===== src/rtl/uef_pkg.sv =====
package uef_pkg;
	// port addresses on the eight address lines
	localparam logic [7:0] ADDR_EP1_RX = 8'h41; // endpoint 1 receive, also 16-bit dma
	localparam logic [7:0] ADDR_EP2_RX = 8'h42; // endpoint 2 receive
	localparam logic [7:0] ADDR_EP0_TX = 8'hC0; // control endpoint transmit
	localparam logic [7:0] ADDR_EP1_TX = 8'hC1; // endpoint 1 transmit
	localparam logic [7:0] ADDR_EP2_TX = 8'hC2; // endpoint 2 transmit
	localparam logic [7:0] ADDR_EP3_TX = 8'hC3; // endpoint 3 transmit
	// field positions inside the control writes seen by this block
	localparam int PKT_RDY_EP1_BIT = 1; // packet-ready flags, endpoint 1 position
	localparam int PKT_RDY_EP2_BIT = 2; // packet-ready flags, endpoint 2 position
	localparam int STALL_BIT = 1; // stall bit in endpoint control
	localparam int FLUSH_EP1_BIT = 1; // queue flush control, endpoint 1
	localparam int FLUSH_EP2_BIT = 2; // queue flush control, endpoint 2
	localparam int FLUSH_EP3_BIT = 3; // queue flush control, endpoint 3
	// queue depths in bytes
	localparam int DEPTH_BULK = 64; // bulk queues
	localparam int DEPTH_SMALL = 8; // control and interrupt queues
	// queue index order
	localparam int Q_EP1_RX = 0;
	localparam int Q_EP2_RX = 1;
	localparam int Q_EP0_TX = 2;
	localparam int Q_EP1_TX = 3;
	localparam int Q_EP2_TX = 4;
	localparam int Q_EP3_TX = 5;
	localparam int NUM_Q = 6;
	// parallel bus access, one cycle strobes
	typedef struct packed {
		logic rd; // read strobe
		logic wr; // write strobe
		logic wide; // 16-bit dma access
		logic [7:0] addr; // address lines
		logic [15:0] wdata; // write data
	} uef_bus_t;
	// events from the serial side, one cycle pulses
	typedef struct packed {
		logic [3:0] outToken; // out token per endpoint
		logic [3:0] hostAck; // host acknowledge per endpoint
		logic setupRx; // setup packet received
	} uef_usb_evt_t;
	// control writes decoded elsewhere, one cycle pulses
	typedef struct packed {
		logic pktRdyWr; // write to packet_ready_flags
		logic ep1CtlWr; // write to endpoint1_control
		logic ep2CtlWr; // write to endpoint2_control
		logic flushWr; // write to queue_flush_control
		logic [7:0] data; // value written
	} uef_ctl_wr_t;
endpackage : uef_pkg


===== src/rtl/uef_queue.sv =====
`timescale 1ns/1ps
`default_nettype none
// byte queue with registered read data and single-cycle flush
module uef_queue #(
	parameter int DEPTH = 64
) (
	input wire logic clk, // clock
	input wire logic rstN, // synchronised reset, active low
	input wire logic flush, // empty the queue
	input wire logic push, // write one byte
	input wire logic [7:0] pushData, // byte written
	input wire logic pop, // take one byte
	output logic [7:0] popData, // registered byte taken
	output logic [7:0] popHi, // registered following byte
	output logic empty, // no byte held
	output logic full, // no room
	output logic [$clog2(DEPTH+1)-1:0] level // bytes held
);
	localparam int AW = $clog2(DEPTH);
	localparam int LW = $clog2(DEPTH + 1); // width of the byte count
	logic [7:0] mem [DEPTH]; // contents left undefined at reset
	logic [AW-1:0] wrPtr_r; // write pointer
	logic [AW-1:0] rdPtr_r; // read pointer
	logic [AW-1:0] rdNext; // pointer of next byte
	logic [AW-1:0] rdAddr; // head pointer once this edge has passed
	logic [AW-1:0] hiAddr; // pointer of the byte behind that head
	logic doPush; // byte really stored
	logic doPop; // byte really taken
	assign empty = (level == '0);
	assign full = (level == LW'(DEPTH));
	assign doPush = push && !full && !flush; // flush beats push
	assign doPop = pop && !empty && !flush;
	assign rdNext = (rdPtr_r == AW'(DEPTH - 1)) ? '0 : rdPtr_r + AW'(1);
	assign rdAddr = flush ? '0 : (doPop ? rdNext : rdPtr_r);
	assign hiAddr = (rdAddr == AW'(DEPTH - 1)) ? '0 : rdAddr + AW'(1);
	// storage, no reset so contents stay undefined
	always_ff @(posedge clk) begin
		if (doPush) begin
			mem[wrPtr_r] <= pushData;
		end
	end
	// read data look ahead to the next head, so back-to-back pops each see a
	// fresh byte; a byte stored on this edge is forwarded past the memory
	always_ff @(posedge clk) begin
		popData <= (doPush && wrPtr_r == rdAddr) ? pushData : mem[rdAddr];
		popHi <= (doPush && wrPtr_r == hiAddr) ? pushData : mem[hiAddr];
	end
	// independent pointers, flush clears both at once
	always_ff @(posedge clk or negedge rstN) begin
		if (!rstN) begin
			wrPtr_r <= '0;
			rdPtr_r <= '0;
			level <= '0;
		end else if (flush) begin
			wrPtr_r <= '0;
			rdPtr_r <= '0;
			level <= '0;
		end else begin
			if (doPush) begin
				wrPtr_r <= (wrPtr_r == AW'(DEPTH - 1)) ? '0 : wrPtr_r + AW'(1);
			end
			if (doPop) begin
				rdPtr_r <= rdNext;
			end
			level <= level + LW'(doPush) - LW'(doPop);
		end
	end
endmodule : uef_queue
`default_nettype wire


===== src/rtl/uef_ports.sv =====
`timescale 1ns/1ps
`default_nettype none
// Contract
// - packet-ready bit 1 write flushes ep1 receive
// - ep1 stall cleared flushes ep1 receive
// - 16-bit dma ep1 read uses 41h
// - 42h reads return successive ep2 bytes
// - ep2 transmitting ignores ep2 receive port
// - ep2 out token flushes ep2 receive
// - packet-ready bit 2 write flushes ep2 receive
// - ep2 stall cleared flushes ep2 receive
// - C0h writes load control transmit bytes
// - host ack on ep0 flushes ep0 transmit
// - setup packet flushes ep0 transmit
// - C1h writes append ep1 transmit bytes
// - ep1 receiving ignores ep1 transmit port
// - host ack on ep1 flushes ep1 transmit
// - flush bit 1 clears ep1 transmit
// - 16-bit dma ep1 write uses 41h
// - C2h writes append ep2 transmit bytes
// - ep2 receiving ignores ep2 transmit port
// - ep2 ack or flush bit 2 clears
// - C3h writes append ep3 transmit bytes
// - ep3 ack or flush bit 3 clears
// - ep1 out token flushes ep1 receive
module uef_ports #(
	parameter int BULK_DEPTH = 64, // bulk queue depth
	parameter int SMALL_DEPTH = 8 // control and interrupt queue depth
) (
	input wire logic ref_clk, // 125 MHz clock
	input wire logic rst_b, // asynchronous reset, active low
	input wire uef_pkg::uef_bus_t busReq, // parallel bus access
	input wire uef_pkg::uef_usb_evt_t usbEvt, // serial side events
	input wire uef_pkg::uef_ctl_wr_t ctlWr, // control register writes
	input wire logic ep1Transmit, // ep1 direction is transmit
	input wire logic ep2Transmit, // ep2 direction is transmit
	input wire logic [7:0] rxData, // byte from serial side
	input wire logic rxPushEp1, // store byte in ep1 receive
	input wire logic rxPushEp2, // store byte in ep2 receive
	input wire logic [3:0] txPop, // serial side takes a transmit byte
	output logic [15:0] rdData, // read data, low byte first
	output logic rdValid, // read data valid pulse
	output logic [7:0] txData0, // ep0 transmit byte
	output logic [7:0] txData1, // ep1 transmit byte
	output logic [7:0] txData2, // ep2 transmit byte
	output logic [7:0] txData3, // ep3 transmit byte
	output logic [5:0] qEmpty, // queue empty flags
	output logic [5:0] qFull, // queue full flags
	output logic ignoredAcc // pulse on an access that was ignored
);
	import uef_pkg::*;
	logic rstMeta_r; // reset synchroniser stage one
	logic rstN_r; // synchronised reset
	logic [NUM_Q-1:0] flushQ; // flush per queue
	logic [NUM_Q-1:0] pushQ; // push per queue
	logic [NUM_Q-1:0] popQ; // pop per queue
	logic [NUM_Q-1:0] emptyQ; // empty per queue
	logic [NUM_Q-1:0] fullQ; // full per queue
	logic [7:0] pushDataQ [NUM_Q]; // byte per queue
	logic [7:0] popDataQ [NUM_Q]; // registered head byte
	logic [7:0] popHiQ [NUM_Q]; // registered following byte
	logic isRead; // read strobe without write strobe, any address
	logic isWrite; // write strobe without read strobe, any address
	logic ep1RxHit; // read at 41h
	logic ep2RxHit; // access at 42h
	logic ep1TxHit; // write at C1h or wide write at 41h
	logic readGo; // a read is being served
	logic readWide; // served read is 16 bits
	logic readEp2; // served read is from ep2
	logic readGo_r; // read served last cycle
	logic readWide_r; // last read was 16 bits
	logic readEp2_r; // last read was ep2
	logic ignore; // access dropped by direction gating

	// reset release through two flops
	always_ff @(posedge ref_clk or negedge rst_b) begin
		if (!rst_b) begin
			rstMeta_r <= 1'b0;
			rstN_r <= 1'b0;
		end else begin
			rstMeta_r <= 1'b1;
			rstN_r <= rstMeta_r;
		end
	end

	// address decode
	always_comb begin
		isRead = busReq.rd && !busReq.wr;
		isWrite = busReq.wr && !busReq.rd;
		// the dma wide read and write share 41h with byte accesses
		ep1RxHit = isRead && (busReq.addr == ADDR_EP1_RX);
		ep1TxHit = isWrite && ((busReq.addr == ADDR_EP1_TX) ||
			(busReq.wide && busReq.addr == ADDR_EP1_RX));
		ep2RxHit = (busReq.rd || busReq.wr) && (busReq.addr == ADDR_EP2_RX);
	end

	// flush sources per queue; a flush beats a push in the same cycle
	always_comb begin
		flushQ[Q_EP1_RX] = usbEvt.outToken[1]
			|| (ctlWr.pktRdyWr && ctlWr.data[PKT_RDY_EP1_BIT])
			|| (ctlWr.ep1CtlWr && !ctlWr.data[STALL_BIT]);
		flushQ[Q_EP2_RX] = usbEvt.outToken[2]
			|| (ctlWr.pktRdyWr && ctlWr.data[PKT_RDY_EP2_BIT])
			|| (ctlWr.ep2CtlWr && !ctlWr.data[STALL_BIT]);
		flushQ[Q_EP0_TX] = usbEvt.hostAck[0]
			|| usbEvt.setupRx;
		flushQ[Q_EP1_TX] = usbEvt.hostAck[1]
			|| (ctlWr.flushWr && ctlWr.data[FLUSH_EP1_BIT]);
		flushQ[Q_EP2_TX] = usbEvt.hostAck[2]
			|| (ctlWr.flushWr && ctlWr.data[FLUSH_EP2_BIT]);
		flushQ[Q_EP3_TX] = usbEvt.hostAck[3]
			|| (ctlWr.flushWr && ctlWr.data[FLUSH_EP3_BIT]);
	end

	// pushes: receive from the serial side, transmit from the bus
	always_comb begin
		pushQ[Q_EP1_RX] = rxPushEp1 && !ep1Transmit;
		pushQ[Q_EP2_RX] = rxPushEp2 && !ep2Transmit;
		pushQ[Q_EP0_TX] = isWrite && busReq.addr == ADDR_EP0_TX;
		// a wide write pushes only its low byte here; the high byte is not stored
		pushQ[Q_EP1_TX] = ep1TxHit && !ep1Transmit ? 1'b0 : ep1TxHit;
		pushQ[Q_EP2_TX] = isWrite && busReq.addr == ADDR_EP2_TX && ep2Transmit;
		pushQ[Q_EP3_TX] = isWrite && busReq.addr == ADDR_EP3_TX;
		pushDataQ[Q_EP1_RX] = rxData;
		pushDataQ[Q_EP2_RX] = rxData;
		pushDataQ[Q_EP0_TX] = busReq.wdata[7:0];
		pushDataQ[Q_EP1_TX] = busReq.wdata[7:0];
		pushDataQ[Q_EP2_TX] = busReq.wdata[7:0];
		pushDataQ[Q_EP3_TX] = busReq.wdata[7:0];
	end

	// pops: receive from the bus, transmit from the serial side
	always_comb begin
		readGo = (ep1RxHit && !busReq.wide && ep1Transmit == 1'b0)
			|| (ep1RxHit && busReq.wide && !ep1Transmit)
			|| (ep2RxHit && isRead && !ep2Transmit);
		readWide = ep1RxHit && busReq.wide;
		readEp2 = ep2RxHit;
		popQ[Q_EP1_RX] = ep1RxHit && !ep1Transmit;
		popQ[Q_EP2_RX] = ep2RxHit && isRead && !ep2Transmit;
		popQ[Q_EP0_TX] = txPop[0];
		popQ[Q_EP1_TX] = txPop[1];
		popQ[Q_EP2_TX] = txPop[2];
		popQ[Q_EP3_TX] = txPop[3];
		// any access of a port whose direction is wrong is dropped
		ignore = (ep2RxHit && ep2Transmit)
			|| (isWrite && busReq.addr == ADDR_EP2_TX && !ep2Transmit)
			|| (ep1TxHit && !ep1Transmit)
			|| (ep1RxHit && ep1Transmit);
	end

	// six queues, one instance each
	for (genvar i = 0; i < NUM_Q; i++) begin : g_q
		localparam int D = (i == Q_EP0_TX || i == Q_EP3_TX) ? SMALL_DEPTH : BULK_DEPTH;
		uef_queue #(.DEPTH(D)) u_q (
			.clk(ref_clk),
			.rstN(rstN_r),
			.flush(flushQ[i]),
			.push(pushQ[i]),
			.pushData(pushDataQ[i]),
			// the wide read returns two bytes but pops one; a wide read in the next cycle pops none
			.pop(popQ[i] && !(i == Q_EP1_RX && readWide && readGo_r && readWide_r)),
			.popData(popDataQ[i]),
			.popHi(popHiQ[i]),
			.empty(emptyQ[i]),
			.full(fullQ[i]),
			.level()
		);
	end

	// read pipeline: queue head was sampled before the pop took effect
	always_ff @(posedge ref_clk or negedge rstN_r) begin
		if (!rstN_r) begin
			readGo_r <= 1'b0;
			readWide_r <= 1'b0;
			readEp2_r <= 1'b0;
		end else begin
			readGo_r <= readGo;
			readWide_r <= readWide;
			readEp2_r <= readEp2;
		end
	end

	// read data register; wide read carries head byte low, next byte high
	always_ff @(posedge ref_clk or negedge rstN_r) begin
		if (!rstN_r) begin
			rdData <= 16'h0000;
			rdValid <= 1'b0;
		end else begin
			rdValid <= readGo;
			if (readGo) begin
				if (readEp2) begin
					rdData <= {8'h00, popDataQ[Q_EP2_RX]};
				end else if (readWide) begin
					rdData <= {popHiQ[Q_EP1_RX], popDataQ[Q_EP1_RX]};
				end else begin
					rdData <= {8'h00, popDataQ[Q_EP1_RX]};
				end
			end
		end
	end

	// status and transmit bytes toward the serial side
	always_ff @(posedge ref_clk or negedge rstN_r) begin
		if (!rstN_r) begin
			qEmpty <= 6'h3F;
			qFull <= 6'h00;
			ignoredAcc <= 1'b0;
			txData0 <= 8'h00;
			txData1 <= 8'h00;
			txData2 <= 8'h00;
			txData3 <= 8'h00;
		end else begin
			qEmpty <= emptyQ;
			qFull <= fullQ;
			ignoredAcc <= ignore;
			txData0 <= popDataQ[Q_EP0_TX];
			txData1 <= popDataQ[Q_EP1_TX];
			txData2 <= popDataQ[Q_EP2_TX];
			txData3 <= popDataQ[Q_EP3_TX];
		end
	end
endmodule : uef_ports
`default_nettype wire


===== config.mk =====
export PLATFORM = sky130hd
export DESIGN_NAME = uef_ports
export DESIGN_NICKNAME = d
export VERILOG_FILES = /design/src/rtl/uef_pkg.sv /design/src/rtl/uef_queue.sv /design/src/rtl/uef_ports.sv
export SDC_FILE = /design/constraint.sdc
export NUM_CORES = 2
export LEC_CHECK = 0
export ABC_AREA = 1
export BUFFER_PORTS_ARGS = -buffer_cell sky130_fd_sc_hd__buf_2
export CAP_MARGIN = 20
export CORE_ASPECT_RATIO = 0.8
export CORE_MARGIN = 10
export CORE_UTILIZATION = 40
export CTS_CLUSTER_SIZE = 25
export DETAILED_ROUTE_END_ITERATION = 8
export PLACE_DENSITY_LB_ADDON = 0.25
export SLEW_MARGIN = 20
export SYNTH_ARGS = -nofsm -noshare
export SYNTH_HDL_FRONTEND = slang
export SYNTH_SLANG_ARGS = --single-unit

===== constraint.sdc =====
create_clock -name ref_clk -period 13.7 [get_ports ref_clk]
set_input_delay 2.74 -clock ref_clk [delete_from_list [all_inputs] [get_ports ref_clk]]
set_output_delay 2.74 -clock ref_clk [all_outputs]
set_load 0.03 [all_outputs]

==> results <==
- Setup total negative slack on the finished layout was measured at 0 ns.
- The I/O pin count is about 130.
- For this run, global-route usage on met1 was measured as between 20% and 30%.
- Data arrives at the worst endpoint at 6.39 ns.
- The placeable core region is about 0.25 mm2.
- The number of nets in the layout is approximately 9000.
- The worst setup path is captured at a register.
- The CTS tree is done.
- The count of mapped cells out of synthesis is between 8000 and 9000.
- The most prevalent standard cell on the critical path is nor2_1.
- The detailed-placement wirelength estimate is 165000 um.
- The number of resized instances in the post-cts repair step is 0.
- At the pin with the least slew margin, the transition time is 1.12 ns.
- In this run, synthesis inferred between 2000 and 2500 flip-flops with an integrated enable.
- After global routing the overflow that remains totals 0.
- For this run, the number of standard cells in the final layout without fillers is roughly 12000.
- The run finished with clean final reports.
- The number of instances in the placed design is ~12000.
- The most used flip-flop cell after synthesis is edfxtp_1.
- The share of the clock period used by the worst path is 40.8%.
- Across the run, the number of max-cap violations was 0.
- The end-of-flow core utilization is 44.7%.
- Relative to the synthesized area, the layout overhead comes to 10.9%.
- The signal on the critical path passes through buf_2 -> nor2_2 -> nand4_1 -> o21ai_1 -> nand2_1 -> nor3_2 -> nand2_1 -> inv_1 -> ha_1 -> inv_1 -> fa_1 -> inv_1 -> a21oi_1 -> nor2_1 -> nor2_1 -> nor2_1 -> nor2_1 -> o21bai_1 -> o21ai_0 -> a21oi_1.
- In the post-synthesis netlist, the biggest area contributors are edfxtp_1 65%, nor2_1 5.4%, o21ai_0 5.2%.
- The capture point of the worst path is g_q[3].u_q.level[6].
- The leakage power is 0.0377 uW.
- The cell sitting at the root of the clock tree is a clkbuf_16.
- Global routing used between 10% and 20% of the available tracks across all layers.
- The number of search-and-repair iterations in the first detailed-routing pass is 8.
- In the final routed layout, each cell accounts on average for around 23 um.
- The minimum period implied by the final worst setup slack is 5.59 ns.
- The startpoint of the worst setup timing path is busReq[21].
- Of the synthesized area, sequential elements account for between 60% and 70%.
- Entering global routing, the biggest net connects about 180 pins.
- The first-pass GRT wire length is 421000 um.
- The placement row count is roughly 160.
- The upper clock frequency limit is ~0.18 GHz.
- The count of synthesis-stage warnings from yosys is 0.
- Counting every net in the synthesized netlist gives about 9000.
- The total detailed-routing wirelength is about 280000 um.
- The die width is 581 um.
- Of all cell types, the one taking the most synthesized area is edfxtp_1.
- The length in cells of the worst reg-to-reg path is 21.
- The portion of synthesized cell area occupied by the leading cell type is between 60% and 70%.
- The number of hold-repair buffers added at the cts stage is 0.
- The family with the most delay on the worst path is simple AND/OR/NAND/NOR gates.
- The type of the tightest min-delay check is register to register.
- The worst setup slack before clock tree synthesis is a little over 7 ns.
- The number of clock sinks is roughly 2400.
- The final count of pins violating max slew is 0.
- In this run the power density over the cells is approximately 140 mW/mm2.
- The cell with the biggest individual delay on the critical path is nor3_2.
- In the synthesized netlist the async set-or-reset flop fraction comes to under 10%.
- For the worst setup path, the data required time is roughly 15 ns.
- By instance count, the leading cell after synthesis is edfxtp_1.
- The register-to-register setup slack is approximately 9.4 ns.
- The slack of the critical path is between 8 and 9 ns.
- The design draws roughly 16000 uW.
- The clock passes through at most 3 buffers.
- The number of antenna violations at the first check in global routing is 4.
- The total vias in the final route is just under 70000.
- The congestion estimate from routability-driven global placement came to 0.874.
- The critical path launch point type is a primary input.
- The die covers ~0.27 mm2.
- The count of endpoints failing hold in the final timing report was 0.
- In this run, CTS created clock tree buffers numbering between 200 and 250.
- For this run, design rule violations remaining after detail routing come to 0.
- The biggest cell delay along the critical path is 0.68 ns.
- The count of buffers added on input and output ports is 112.
- Clock skew on the completed layout was measured at around 0.034 ns.
- The number of global-route vias before repair was approximately 67000.
- Counting buffers and inverters, the worst setup path is 20 cells deep.
- The count of nets left with antenna violations once routing finished came out at 0.
- In this run the post-CTS setup repair buffer count came out at 0.
- For this run, global-route usage on met2 was measured as between 30% and 40%.
- The count of routing violations after the opening detailed-route iteration is 8416.
- The largest voltage drop on the vdd net is roughly 0.12 mV.
- Setup repair after global routing left no endpoint under its margin.
- The synthesized netlist occupies a cell area of roughly 0.10 mm2.
- The initial standard-cell utilization of the core is just over 40%.
- After synthesis, the most frequently instantiated cells are 2176 x edfxtp_1, 1437 x nor2_1, 1228 x nand2_1.
- The post-route netlist has about 7.7% of its cells at a drive strength greater than 1.
- The worst setup path is of the primary input to register kind.
- Clock-pin slew was measured on the worst setup and hold paths at ~0.06 ns.
- The startpoint of the lowest-slack register-to-register path is g_q[3].u_q.level[2].
- The die span in y is 469 um.
- In this run the worst path has a maximum fanout of 11.
- The maximum level of the CTS H-tree is 4.
- The count of different cell masters after synthesis is just over 60.
- The busiest layer in global routing is met2.
- The number of buffers and inverters on the critical path is 4.
- After synthesis, the mean cell area works out to between 10 and 15 um2.
- Using the TritonRoute via totals, the vias-per-cell ratio works out to around 5.6.
- In this run, synthesis produced a sequential element count of 2373.
- The final count of negative-setup-slack endpoints is 0.
- The met3 usage is around 4%.
- The endpoint identified for the worst register-to-register timing path is g_q[3].u_q.level[6].
- At the later pin of the worst-skew pair, clock insertion delay measures around 0.9 ns.
- The tightest slew margin relative to the limit is between 20% and 30%.
## cell families after synthesis
logic type                 synth area share (%)
DFF                                        69.5
and+or+nand+nor                            15.1
other                                   0.00372
adders and majority gates                 0.926
buffers and inverters                      3.71
xor gates and xnor gates                 0.0956
AOI/OAI and AO/OA                          10.6
## how the worst min path moves through the flow
| stage | from | end | slack [ns] | depth (start not counted) |
|---|---|---|---|---|
| 5_1_grt | rstMeta_r | rstN_r | 0.37 | 0 |
| 6_report | rstMeta_r | rstN_r | 0.35 | 0 |
| 4_1_cts | rstMeta_r | rstN_r | 0.36 | 0 |
| 2_1_floorplan | rstMeta_r | rstN_r | 0.33 | 0 |
| 3_5_place_dp | rstMeta_r | rstN_r | 0.34 | 0 |
| 3_3_place_gp | rstMeta_r | rstN_r | 0.34 | 0 |
## per-layer routing
metal,vias to the layer above,share of wire (%),wire length (um)
met5,-,0,0
met4,0,3.1,8610
met3,493,8.7,24500
met2,3023,45,125000
met1,34050,44,123000
li1,31745,-,-
## cell usage in the layout (no fill, tap or decap), types with 53 or more instances in the layout
cell       count
edfxtp_1    2176
nor2_1      1436
nand2_1     1228
o21ai_0     1045
nand3_1      843
o22ai_1      426
inv_1        272
clkbuf_16    238
dfrtp_1      154
o21ai_1      120
a21oi_1      103
buf_2         97
buf_4         97
o211ai_1      89
ha_1          65
o221ai_1      62
clkinv_2      56
nor3_1        53
## state kept, by name, summed over array words and instances (netlist names), 6 cells and up, named ones only
| name | cells |
|---|---|
| g_q.u_q.wrPtr_r | 30 |
| txData2 | 8 |
| qEmpty | 6 |
| qFull | 6 |
| txData3 | 8 |
| txData0 | 8 |
| g_q.u_q.mem | 2176 |
| rdData | 16 |
| txData1 | 8 |
| g_q.u_q.level | 36 |
| g_q.u_q.rdPtr_r | 30 |
## through the flow
| stage | area [um2] | hold WS (ns) |
|---|---|---|
| 3_3_place_gp | 104000 | 0.338 |
| 4_1_cts | 112000 | 0.356 |
| 5_1_grt | 112000 | 0.368 |
| 6_report | 112000 | 0.354 |
| 2_1_floorplan | 101000 | 0.331 |
| 3_5_place_dp | 104000 | 0.342 |
## layout make-up
class | count | area (um2)
tap | 3320 | 4150
multi-input combinational | 5641 | 27000
clock buffer | 301 | 6380
timing repair buffer | 205 | 1360
antenna | 4 | 10.0
sequential | 2373 | 70100
fill | 22414 | 138000
clock inverter | 142 | 1520
inverter | 298 | 1170
## report_power, final
part | internal (uW) | switching [uW] | total [uW]
combinational | 356 | 993 | 1350
sequential | 7950 | 75.1 | 8030
clock | 3780 | 2820 | 6600
Note: power is estimated with default switching activity, not from simulation.
